$ cat src/include/lped_defs.svh
/*
 * Offsets, field positions, reset values and widths of the leaf entry
 * decoder. Assumes the includer compiles SystemVerilog.
 */
`ifndef LPED_DEFS_SVH
`define LPED_DEFS_SVH

// ----------------------------------------------------------------
// Register byte offsets
// ----------------------------------------------------------------
`define LPED_OFF_CTRL 12'h000
`define LPED_OFF_CAP 12'h004
`define LPED_OFF_STATUS 12'h008
`define LPED_OFF_ADDR_LO 12'h00C
`define LPED_OFF_ADDR_HI 12'h010
`define LPED_OFF_FAULTS 12'h014

// ----------------------------------------------------------------
// Leaf 4 KB entry fields
// ----------------------------------------------------------------
`define LPED_LF_PRESENT 0
`define LPED_LF_WRITE 1
`define LPED_LF_USER 2
`define LPED_LF_WRTHRU 3
`define LPED_LF_CINHIB 4
`define LPED_LF_ACCESSED 5
`define LPED_LF_DIRTY 6
`define LPED_LF_PATIDX 7
`define LPED_LF_GLOBAL 8
`define LPED_LF_ADDR_LSB 12
`define LPED_LF_NOEXEC 63

// ----------------------------------------------------------------
// Second-level entry fields
// ----------------------------------------------------------------
`define LPED_SL_EXEC 2
`define LPED_SL_EMT_LSB 3
`define LPED_SL_IGNORE_ATTRIBUTE_INDEX 6
`define LPED_SL_PSIZE 7

// ----------------------------------------------------------------
// Control bits and reset values
// ----------------------------------------------------------------
`define LPED_CTRL_WPE 0
`define LPED_CTRL_NXE 1
`define LPED_CTRL_SECOND_LEVEL_EXEC_ENABLE 2
`define LPED_CTRL_MEMORY_TYPE_ENABLE 3
`define LPED_CTRL_NESTED 4
`define LPED_CTRL_RST 5'h00
`define LPED_FAULTS_W 16

`endif

$ cat src/include/lped_pkg.sv
/*
 * Types shared by the leaf entry decoder files.
 * Assumes lped_defs.svh is on the include path.
 */
package lped_pkg;

   typedef enum logic [1:0] {
      LPED_SL_PTE,
      LPED_SL_PDE,
      LPED_SL_PDPE
   } lped_sl_level_e;

   typedef struct packed {
      logic [63:0] entry;
      logic [63:0] sl_entry;
      lped_sl_level_e sl_level;
      logic user;
      logic write;
      logic exec;
      logic coherent;
   } lped_req_s;

   typedef struct packed {
      logic supervisor_write_protect_enable;
      logic no_execute_enable;
      logic second_level_exec_enable;
      logic memory_type_enable;
      logic nested;
   } lped_ctrl_s;

   typedef struct packed {
      logic sl_exec_ok;
      logic sl_emt_valid;
      logic [2:0] sl_emt;
      logic sl_ignore_attribute_index;
      logic sl_leaf;
      logic sl_size_ok;
   } lped_sl_s;

   typedef struct packed {
      logic present;
      logic fault;
      logic user_ok;
      logic write_ok;
      logic exec_ok;
      logic accessed;
      logic dirty;
      logic mt_valid;
      logic [2:0] mem_type;
      logic [51:0] page_addr;
      logic guest_addr;
      lped_sl_s sl;
   } lped_rsp_s;

endpackage

$ cat src/core/lped_sl_gate.sv
/*
 * Second-level entry gating: which execute and memory-type fields count.
 * Assumes a purely combinational use by the decoder top.
 */
`include "lped_defs.svh"

module lped_sl_gate (
   input wire logic [63:0] i_sl_entry,
   input wire lped_pkg::lped_sl_level_e i_level,
   input wire logic i_exec_support,
   input wire logic i_exec_enable,
   input wire logic i_mt_support,
   input wire logic i_mt_enable,
   input wire logic [1:0] i_large_pages,
   output lped_pkg::lped_sl_s o_sl
);

   logic exec_live;
   logic mt_live;
   logic is_dir;

   always_comb begin
      exec_live = i_exec_support & i_exec_enable;
      mt_live = i_mt_support & i_mt_enable;
      is_dir = (i_level != lped_pkg::LPED_SL_PTE);
      o_sl.sl_exec_ok = exec_live ? i_sl_entry[`LPED_SL_EXEC] : 1'b1;
      o_sl.sl_emt_valid = mt_live;
      o_sl.sl_emt = mt_live ? i_sl_entry[`LPED_SL_EMT_LSB +: 3] : 3'h0;
      o_sl.sl_ignore_attribute_index = mt_live & i_sl_entry[`LPED_SL_IGNORE_ATTRIBUTE_INDEX];
      // Directory levels: size bit picks frame or next table
      o_sl.sl_leaf = is_dir ? i_sl_entry[`LPED_SL_PSIZE] : 1'b1;
      // Large frames are legal only where advertised
      o_sl.sl_size_ok = 1'b1;
      if (is_dir && i_sl_entry[`LPED_SL_PSIZE]) begin
         o_sl.sl_size_ok = (i_level == lped_pkg::LPED_SL_PDPE) ?
            i_large_pages[1] : i_large_pages[0];
      end
   end

endmodule

$ cat src/core/lped_top.sv
/*
 * Leaf 4 KB page entry decoder with an APB register slave.
 * Assumes the walker drives requests on i_clk; one result per request,
 * one cycle later.
 */
//
// Function
// - Global hint bit 8 is ignored, decoded as zero.
// - Bits 7,4,3 pick memory type for coherent requesters only.
// - Bit 6 reports a write-intent translation happened (dirty).
// - Bit 5 is the accessed flag.
// - Bit 2 clear refuses user-level requests.
// - Bit 1 clear denies user writes, supervisor too if protection on.
// - Entry maps a page only when bit 0 is one.
// - Second-level execute field ignored unless supported and enabled.
// - Second-level memory type fields ignored unless supported and enabled.
// - Capability register advertises 1 GB and 2 MB page support.
// - No-execute enable plus bit 63 denies execute.
// - Page address from bits width-1:12, guest-physical when nested.
`include "lped_defs.svh"

module lped_top #(
   parameter int HOST_ADDR_WIDTH = 48,
   parameter bit EXEC_SUPPORT = 1'b1,
   parameter bit MT_SUPPORT = 1'b1,
   parameter bit [1:0] LARGE_PAGES = 2'h3
) (
   input wire logic i_clk,
   input wire logic i_rstn,
   input wire logic i_psel,
   input wire logic i_penable,
   input wire logic i_pwrite,
   input wire logic [11:0] i_paddr,
   input wire logic [31:0] i_pwdata,
   input wire logic [3:0] i_pstrb,
   output logic [31:0] o_prdata,
   output logic o_pready,
   output logic o_pslverr,
   input wire logic i_req_valid,
   input wire lped_pkg::lped_req_s i_req,
   output logic o_rsp_valid,
   output lped_pkg::lped_rsp_s o_rsp
);

   // Mask shift below goes negative above 52; widths under 32 are also refused
   if (HOST_ADDR_WIDTH < 32 || HOST_ADDR_WIDTH > 52) begin : g_bad_haw
      $error("HOST_ADDR_WIDTH must lie in 32..52");
   end

   // ----------------------------------------------------------------
   // Registers
   // ----------------------------------------------------------------
   lped_pkg::lped_ctrl_s ctrl_reg;
   logic [`LPED_FAULTS_W-1:0] faults_reg;
   logic [`LPED_FAULTS_W-1:0] faults_next;
   logic pready_reg;
   logic pslverr_reg;
   logic [31:0] prdata_reg;
   logic [31:0] rdata_next;
   logic hit_next;
   logic rsp_valid_reg;
   lped_pkg::lped_rsp_s rsp_reg;
   lped_pkg::lped_rsp_s rsp_next;
   lped_pkg::lped_sl_s sl_dec;
   logic apb_access;
   logic apb_write;
   logic [51:0] addr_mask;

   assign apb_access = i_psel & i_penable & pready_reg;
   assign apb_write = apb_access & i_pwrite;

   // ----------------------------------------------------------------
   // Second-level gating
   // ----------------------------------------------------------------
   lped_sl_gate u_sl_gate (
      .i_sl_entry(i_req.sl_entry),
      .i_level(i_req.sl_level),
      .i_exec_support(EXEC_SUPPORT),
      .i_exec_enable(ctrl_reg.second_level_exec_enable),
      .i_mt_support(MT_SUPPORT),
      .i_mt_enable(ctrl_reg.memory_type_enable),
      .i_large_pages(LARGE_PAGES),
      .o_sl(sl_dec)
   );

   // ----------------------------------------------------------------
   // Leaf decode
   // ----------------------------------------------------------------
   always_comb begin
      addr_mask = 52'hF_FFFF_FFFF_FFFF >> (52 - HOST_ADDR_WIDTH);
      rsp_next.present = i_req.entry[`LPED_LF_PRESENT];
      rsp_next.user_ok = ~i_req.user | i_req.entry[`LPED_LF_USER];
      // Supervisor writes pass a read-only page unless protection is on
      rsp_next.write_ok = i_req.entry[`LPED_LF_WRITE] |
         (~i_req.user & ~ctrl_reg.supervisor_write_protect_enable);
      rsp_next.exec_ok = ~(ctrl_reg.no_execute_enable &
         i_req.entry[`LPED_LF_NOEXEC]);
      rsp_next.accessed = i_req.entry[`LPED_LF_ACCESSED];
      rsp_next.dirty = i_req.entry[`LPED_LF_DIRTY];
      rsp_next.mt_valid = i_req.coherent;
      rsp_next.mem_type = i_req.coherent ?
         {i_req.entry[`LPED_LF_PATIDX], i_req.entry[`LPED_LF_CINHIB],
          i_req.entry[`LPED_LF_WRTHRU]} : 3'h0;
      // Bit 8 never reaches any output, so the entry acts as non-global
      rsp_next.page_addr = {i_req.entry[51:`LPED_LF_ADDR_LSB], 12'h000}
         & addr_mask;
      rsp_next.guest_addr = ctrl_reg.nested;
      rsp_next.sl = sl_dec;
      rsp_next.fault = ~rsp_next.present | ~rsp_next.user_ok |
         (i_req.write & ~rsp_next.write_ok) |
         (i_req.exec & ~rsp_next.exec_ok);
   end

   always_ff @(posedge i_clk or negedge i_rstn) begin
      if (!i_rstn) begin
         rsp_valid_reg <= 1'b0;
      end else begin
         rsp_valid_reg <= i_req_valid;
      end
   end

   // Result held until the next request so software can read it back
   always_ff @(posedge i_clk or negedge i_rstn) begin
      if (!i_rstn) begin
         rsp_reg <= '0;
      end else if (i_req_valid) begin
         rsp_reg <= rsp_next;
      end
   end

   // ----------------------------------------------------------------
   // Fault counter, saturating; a new fault beats a clear
   // ----------------------------------------------------------------
   always_comb begin
      faults_next = faults_reg;
      if (apb_write && i_paddr == `LPED_OFF_FAULTS) begin
         faults_next = '0;
      end
      if (i_req_valid && rsp_next.fault && faults_next != '1) begin
         faults_next = faults_next + 1'b1;
      end
   end

   always_ff @(posedge i_clk or negedge i_rstn) begin
      if (!i_rstn) begin
         faults_reg <= '0;
      end else begin
         faults_reg <= faults_next;
      end
   end

   // ----------------------------------------------------------------
   // APB slave: one wait state, pready one cycle into access
   // ----------------------------------------------------------------
   always_ff @(posedge i_clk or negedge i_rstn) begin
      if (!i_rstn) begin
         ctrl_reg <= `LPED_CTRL_RST;
      end else if (apb_write && i_paddr == `LPED_OFF_CTRL && i_pstrb[0]) begin
         ctrl_reg.supervisor_write_protect_enable <= i_pwdata[`LPED_CTRL_WPE];
         ctrl_reg.no_execute_enable <= i_pwdata[`LPED_CTRL_NXE];
         ctrl_reg.second_level_exec_enable <= i_pwdata[`LPED_CTRL_SECOND_LEVEL_EXEC_ENABLE];
         ctrl_reg.memory_type_enable <= i_pwdata[`LPED_CTRL_MEMORY_TYPE_ENABLE];
         ctrl_reg.nested <= i_pwdata[`LPED_CTRL_NESTED];
      end
   end

   always_comb begin
      rdata_next = 32'h0000_0000;
      hit_next = 1'b1;
      case (i_paddr)
         `LPED_OFF_CTRL: begin
            rdata_next[`LPED_CTRL_WPE] = ctrl_reg.supervisor_write_protect_enable;
            rdata_next[`LPED_CTRL_NXE] = ctrl_reg.no_execute_enable;
            rdata_next[`LPED_CTRL_SECOND_LEVEL_EXEC_ENABLE] = ctrl_reg.second_level_exec_enable;
            rdata_next[`LPED_CTRL_MEMORY_TYPE_ENABLE] = ctrl_reg.memory_type_enable;
            rdata_next[`LPED_CTRL_NESTED] = ctrl_reg.nested;
         end
         `LPED_OFF_CAP: begin
            rdata_next[3:0] = {LARGE_PAGES, MT_SUPPORT, EXEC_SUPPORT};
         end
         `LPED_OFF_STATUS: begin
            rdata_next[15:0] = {rsp_reg.sl.sl_size_ok, rsp_reg.sl.sl_leaf,
               rsp_reg.guest_addr, rsp_reg.mem_type, rsp_reg.mt_valid,
               rsp_reg.dirty, rsp_reg.accessed, rsp_reg.exec_ok,
               rsp_reg.write_ok, rsp_reg.user_ok, rsp_reg.fault,
               rsp_reg.present, rsp_reg.sl.sl_exec_ok,
               rsp_reg.sl.sl_ignore_attribute_index};
         end
         `LPED_OFF_ADDR_LO: begin
            rdata_next = rsp_reg.page_addr[31:0];
         end
         `LPED_OFF_ADDR_HI: begin
            rdata_next[19:0] = rsp_reg.page_addr[51:32];
         end
         `LPED_OFF_FAULTS: begin
            rdata_next[`LPED_FAULTS_W-1:0] = faults_reg;
         end
         default: begin
            hit_next = 1'b0;
         end
      endcase
   end

   always_ff @(posedge i_clk or negedge i_rstn) begin
      if (!i_rstn) begin
         pready_reg <= 1'b0;
      end else begin
         pready_reg <= i_psel & i_penable & ~pready_reg;
      end
   end

   always_ff @(posedge i_clk or negedge i_rstn) begin
      if (!i_rstn) begin
         prdata_reg <= 32'h0000_0000;
         pslverr_reg <= 1'b0;
      end else if (i_psel && i_penable && !pready_reg) begin
         prdata_reg <= i_pwrite ? 32'h0000_0000 : rdata_next;
         // Read-only and unmapped writes answer with an error
         pslverr_reg <= ~hit_next | (i_pwrite &&
            i_paddr != `LPED_OFF_CTRL && i_paddr != `LPED_OFF_FAULTS);
      end else begin
         prdata_reg <= 32'h0000_0000;
         pslverr_reg <= 1'b0;
      end
   end

   assign o_prdata = prdata_reg;
   assign o_pready = pready_reg;
   assign o_pslverr = pslverr_reg;
   assign o_rsp_valid = rsp_valid_reg;
   assign o_rsp = rsp_reg;

   // ----------------------------------------------------------------
   // Assertions
   // ----------------------------------------------------------------
   property p_global_ignored;
      @(posedge i_clk) disable iff (!i_rstn)
      i_req_valid |=>
         o_rsp.page_addr[11:0] == 12'h000 && o_rsp_valid;
   endproperty
   a_global_ignored: assert property (p_global_ignored)
      else $error("Global bit leaked into page result");

   property p_mem_type;
      @(posedge i_clk) disable iff (!i_rstn)
      i_req_valid |=> o_rsp.mt_valid == $past(i_req.coherent) &&
         o_rsp.mem_type == ($past(i_req.coherent) ?
         {$past(i_req.entry[7]), $past(i_req.entry[4]),
          $past(i_req.entry[3])} : 3'h0);
   endproperty
   a_mem_type: assert property (p_mem_type)
      else $error("Memory type selection wrong");

   property p_dirty_accessed;
      @(posedge i_clk) disable iff (!i_rstn)
      i_req_valid |=> o_rsp.dirty == $past(i_req.entry[6]) &&
         o_rsp.accessed == $past(i_req.entry[5]);
   endproperty
   a_dirty_accessed: assert property (p_dirty_accessed)
      else $error("Dirty or accessed flag wrong");

   property p_user_refused;
      @(posedge i_clk) disable iff (!i_rstn)
      i_req_valid && i_req.user && !i_req.entry[2] |=>
         o_rsp_valid && o_rsp.fault && !o_rsp.user_ok;
   endproperty
   a_user_refused: assert property (p_user_refused)
      else $error("User request to supervisor page not refused");

   property p_write_denied;
      @(posedge i_clk) disable iff (!i_rstn)
      i_req_valid && !i_req.entry[1] && (i_req.user || ctrl_reg.supervisor_write_protect_enable) |=>
         !o_rsp.write_ok;
   endproperty
   a_write_denied: assert property (p_write_denied)
      else $error("Write permitted to read-only page");

   property p_not_present;
      @(posedge i_clk) disable iff (!i_rstn)
      i_req_valid |=> o_rsp.present == $past(i_req.entry[0]) &&
         (o_rsp.present || o_rsp.fault);
   endproperty
   a_not_present: assert property (p_not_present)
      else $error("Non-present entry not faulted");

   property p_sl_exec;
      @(posedge i_clk) disable iff (!i_rstn)
      i_req_valid && !(EXEC_SUPPORT && ctrl_reg.second_level_exec_enable) |=>
         o_rsp.sl.sl_exec_ok;
   endproperty
   a_sl_exec: assert property (p_sl_exec)
      else $error("Second-level execute field not ignored");

   property p_sl_mt;
      @(posedge i_clk) disable iff (!i_rstn)
      i_req_valid && !(MT_SUPPORT && ctrl_reg.memory_type_enable) |=>
         !o_rsp.sl.sl_emt_valid && o_rsp.sl.sl_emt == 3'h0 &&
         !o_rsp.sl.sl_ignore_attribute_index;
   endproperty
   a_sl_mt: assert property (p_sl_mt)
      else $error("Second-level memory type not ignored");

   property p_no_exec;
      @(posedge i_clk) disable iff (!i_rstn)
      i_req_valid && ctrl_reg.no_execute_enable && i_req.entry[63] && i_req.exec |=>
         !o_rsp.exec_ok && o_rsp.fault;
   endproperty
   a_no_exec: assert property (p_no_exec)
      else $error("Execute allowed on no-execute page");

   property p_guest_addr;
      @(posedge i_clk) disable iff (!i_rstn)
      i_req_valid |=> o_rsp.guest_addr == $past(ctrl_reg.nested) &&
         o_rsp.page_addr[20:12] == $past(i_req.entry[20:12]);
   endproperty
   a_guest_addr: assert property (p_guest_addr)
      else $error("Page address or nesting flag wrong");

   property p_sl_leaf;
      @(posedge i_clk) disable iff (!i_rstn)
      i_req_valid && i_req.sl_level != lped_pkg::LPED_SL_PTE |=>
         o_rsp.sl.sl_leaf == $past(i_req.sl_entry[7]);
   endproperty
   a_sl_leaf: assert property (p_sl_leaf)
      else $error("Directory size bit misread");

   property p_sl_size;
      @(posedge i_clk) disable iff (!i_rstn)
      i_req_valid && i_req.sl_level == lped_pkg::LPED_SL_PDE &&
         i_req.sl_entry[7] |=> o_rsp.sl.sl_size_ok == LARGE_PAGES[0];
   endproperty
   a_sl_size: assert property (p_sl_size)
      else $error("Large page legality flag wrong");

   property p_apb_wait;
      @(posedge i_clk) disable iff (!i_rstn)
      i_psel && i_penable && !o_pready |=> o_pready ##1 !o_pready;
   endproperty
   a_apb_wait: assert property (p_apb_wait)
      else $error("APB ready not a single pulse after one wait");

endmodule

$ cat config.mk
export PLATFORM = sky130hd
export DESIGN_NAME = lped_top
export DESIGN_NICKNAME = d
export VERILOG_FILES = /design/src/include/lped_pkg.sv /design/src/core/lped_sl_gate.sv /design/src/core/lped_top.sv
export VERILOG_INCLUDE_DIRS = /design/src /design/src/include
export SDC_FILE = /design/constraint.sdc
export NUM_CORES = 1
export LEC_CHECK = 0
export ABC_AREA = 1
export BUFFER_PORTS_ARGS = -buffer_cell sky130_fd_sc_hd__buf_2
export CAP_MARGIN = 40
export CORE_MARGIN = 2
export CORE_UTILIZATION = 40
export DETAILED_ROUTE_END_ITERATION = 8
export PLACE_DENSITY = 0.89
export SLEW_MARGIN = 0
export SYNTH_ARGS = -nofsm -noshare
export SYNTH_HDL_FRONTEND = slang
export SYNTH_SLANG_ARGS = --single-unit
$ cat constraint.sdc
create_clock -name i_clk -period 2.1 [get_ports i_clk]
set_clock_uncertainty 0.05 [all_clocks]
set_input_delay 0.42 -clock i_clk [delete_from_list [all_inputs] [get_ports i_clk]]
set_output_delay 0.42 -clock i_clk [all_outputs]
set_load 0.01 [all_outputs]
==> impl_metrics.ini <==
[floorplan]
core_sq_mm = 0.0126
die_y_um = 118
start_util_pct = 40.9
rows = 41
io_pins = 295
die_area_sq_mm = 0.0138
die_x_um = 118

[final_layout]
drive_gt1_share_pct = 33.1
largest_reg_flops = 56
nets = 1026
synthToLayoutAreaGrowth_pct = 35.7
stdcell_count = 1016

[drt]
totalWireLength_um = 15200
wl_per_cell_um = 14.9
drc = 0
viasPerCell = 4.91
firstDrtPassIters = 5
antenna_left = 0
drt_iter0_markers = 318
num_vias = 4990

[cts]
clk_pin_slew_ps = 70
root_buffer = clkbuf_16
clock_sinks = 112
clockBufferDepth = 2
cts_tree = built
cts_buffers = 9
clk_latency_ps = 350
cts_max_level = 3

[global_routing]
grt_max_degree = 69
antenna_found_initial = 0
grt_pass1_wl_um = 24600
grt_pass1_vias = 4854
grt_overflow = 0
grtUsageTotal_pct = 22.6

[setup_path]
required_ps = 2290
max_stage_delay_ps = 400
cp_max_fo = 11
critPathBufInv = 4
startpoint_type = flip-flop
cpLargestDelayFamily = simple AND/OR/NAND/NOR gates
crit_path_end_kind = flip-flop
path_cells = nand2_1 > nor2_1 > buf_4 > nand3_4 > buf_12 > nand2_1 > inv_1 > nand2_1 > nor2_2 > nand2_2 > nor2_4 > nor2_4 > buf_12 > nand2_1 > nand2_1
crit_type = flip-flop to flip-flop
cp.arrival_ps = 2220
crit_top_cell = nand2_1
cp_slowest_cell = dfrtp_1

[sta]
slew_violations = 0
setup_viol = 0
fin_crit_sh_pct = 96.6
finalHoldViolCount = 0
min_period_ps = 2030
setup_slack_ps = 71.7
slew_headroom_pct = 58.9
rsz0062_at_grt = true
fmax_mhz = 493
worstMarginPinSlew_ps = 615

[synthesis]
synth_cells = 618
synth_edf_count = 0
synth.largest_area_cell = dfrtp_1
synth_seq_area_share_pct = 54.3
syn-cell-area_sq_mm = 0.00516
synth_cell_type_count = 34
ys_ff_latch = 112
async_reset_ff_share_pct = 100
synth_top_area_share_pct = 54.3
syn_area_per_cell_sq_um = 8.35
yosysWarnings = 0
synth_area_leaders = dfrtp_1, nand2_1, inv_1
synth_flop_cell = dfrtp_1

[placed_design]
dp_cells = 993
dp_hpwl_um = 11700
portBuffers = 171
place_ws_ps = -92.2
place_congestion = 0.893

[power]
leakage_uw = 0.00388
p_total_uw = 5020
ir_drop_mv = 0.483
powerDensity_mw_per_mm2 = 717

[job]
max_cap_viol_count = 0

[status]
status = finished clean

[min_path]
holdCritPathClass = input pin to flip-flop
-- per-layer routing --
metal | track usage, % | vias to the layer above | share of wire [%]
met5 | 0 | - | 0
met4 | 7.76 | 0 | 2.0
met3 | 6.01 | 24 | 11
met2 | 34.9 | 293 | 44
met1 | 31.0 | 2313 | 43
li1 | - | 2360 | -
-- where the power goes --
part           internal [uW]  total, uW  switching, uW
clock network           1060       1860            803
registers               2280       2390            109
logic                    322        768            446
total                   3660       5020           1360
-- final timing paths --
kind | to | slack (ps) | cells past startpoint | startpoint
worst min-delay path | o_rsp[21]$_DFFE_PN0P_ | 210 | 3 | i_req[82]
min in group asynchronous | o_prdata[13]$_DFF_PN0_ | 430 | 2 | i_rstn
worst min register to register | o_pready$_DFF_PN0_ | 430 | 1 | o_pready$_DFF_PN0_
worst max-delay path | faults_reg[2]$_DFF_PN0_ | 70 | 15 | o_pready$_DFF_PN0_
worst max register to register | faults_reg[2]$_DFF_PN0_ | 70 | 15 | o_pready$_DFF_PN0_
max in group asynchronous | o_prdata[3]$_DFF_PN0_ | 910 | 3 | i_rstn
-- synth_stat cells (2+ instances only) --
master	instances
nor2_4	3
buf_2	3
xor2_1	6
dfrtp_1	112
nor2_2	3
buf_6	2
o22ai_1	2
clkbuf_1	14
nand4_1	7
nand3_1	21
nand2_1	201
a211oi_1	4
a21oi_1	6
nor2_1	50
nand2_2	2
buf_1	2
nand3_2	2
a31oi_1	2
nor3_1	19
mux2_2	5
inv_1	71
o21ai_0	42
buf_4	17
a221oi_1	12
-- cell usage in the layout, fill, tap and decap left out, drive strengths merged, types with 4 or more instances in the layout --
| cell | count |
|---|---|
| buf | 229 |
| nand2 | 203 |
| dfrtp | 112 |
| inv | 74 |
| nor2 | 56 |
| o21ai | 43 |
| nand3 | 24 |
| nor3 | 19 |
| conb | 16 |
| a221oi | 12 |
| clkbuf | 10 |
| nand4 | 7 |
| xor2 | 6 |
| a21oi | 6 |
| mux2 | 5 |
| a211oi | 4 |
-- cells by family after synthesis --
group                    count (synthesis)  share of synthesized area [%]
AO/OA/AOI/OAI                           71                           8.22
XOR/XNOR                                 7                           1.19
adder cells (fa/ha/maj)                  1                          0.242
buffers and inverters                  110                           9.60
flip-flops                             112                           54.3
multiplexers                             5                           1.09
other                                    1                         0.0727
AND/OR/NAND/NOR                        311                           25.3
-- area by class of cell --
cell class / count / area, sq um
Multi-Input combinational cell: 411 / 1990
Fill cell: 1116 / 5620
Clock buffer: 9 / 225
Antenna cell: 2 / 5.00
Clock inverter: 7 / 104
Sequential cell: 112 / 2800
Inverter: 72 / 273
Tap cell: 172 / 215
Timing Repair Buffer: 231 / 1390
-- stage by stage --
| step | instance area [sq um] | utilization, % | setup TNS (ps) | hold WS, ps |
|---|---|---|---|---|
| finish | 7000 | 55.5 | 0 | 211 |
| global route | 7000 | 55.4 | -366 | 218 |
| CTS | 6920 | 54.8 | 0 | 207 |
| detailed placement | 6580 | 52.2 | -1120 | 261 |
| global placement | 6580 | 52.2 | -695 | 264 |
| floorplan | 5270 | - | -1010 | 74.4 |
-- tightest hold or removal path: cells and delay by family --
kind                   cells  cell delay, ps
buffers and inverters      1              70
AND/OR/NAND/NOR            2              90
-- repair_timing --
action | CTS | global route
buffers inserted | 0 | 3
resized for setup | 0 | 10
hold endpoints to repair | 19 | 0
endpoints found under the setup margin | 0 | 15
hold buffers | 1 | 0
(Power assumes the default switching activity.)
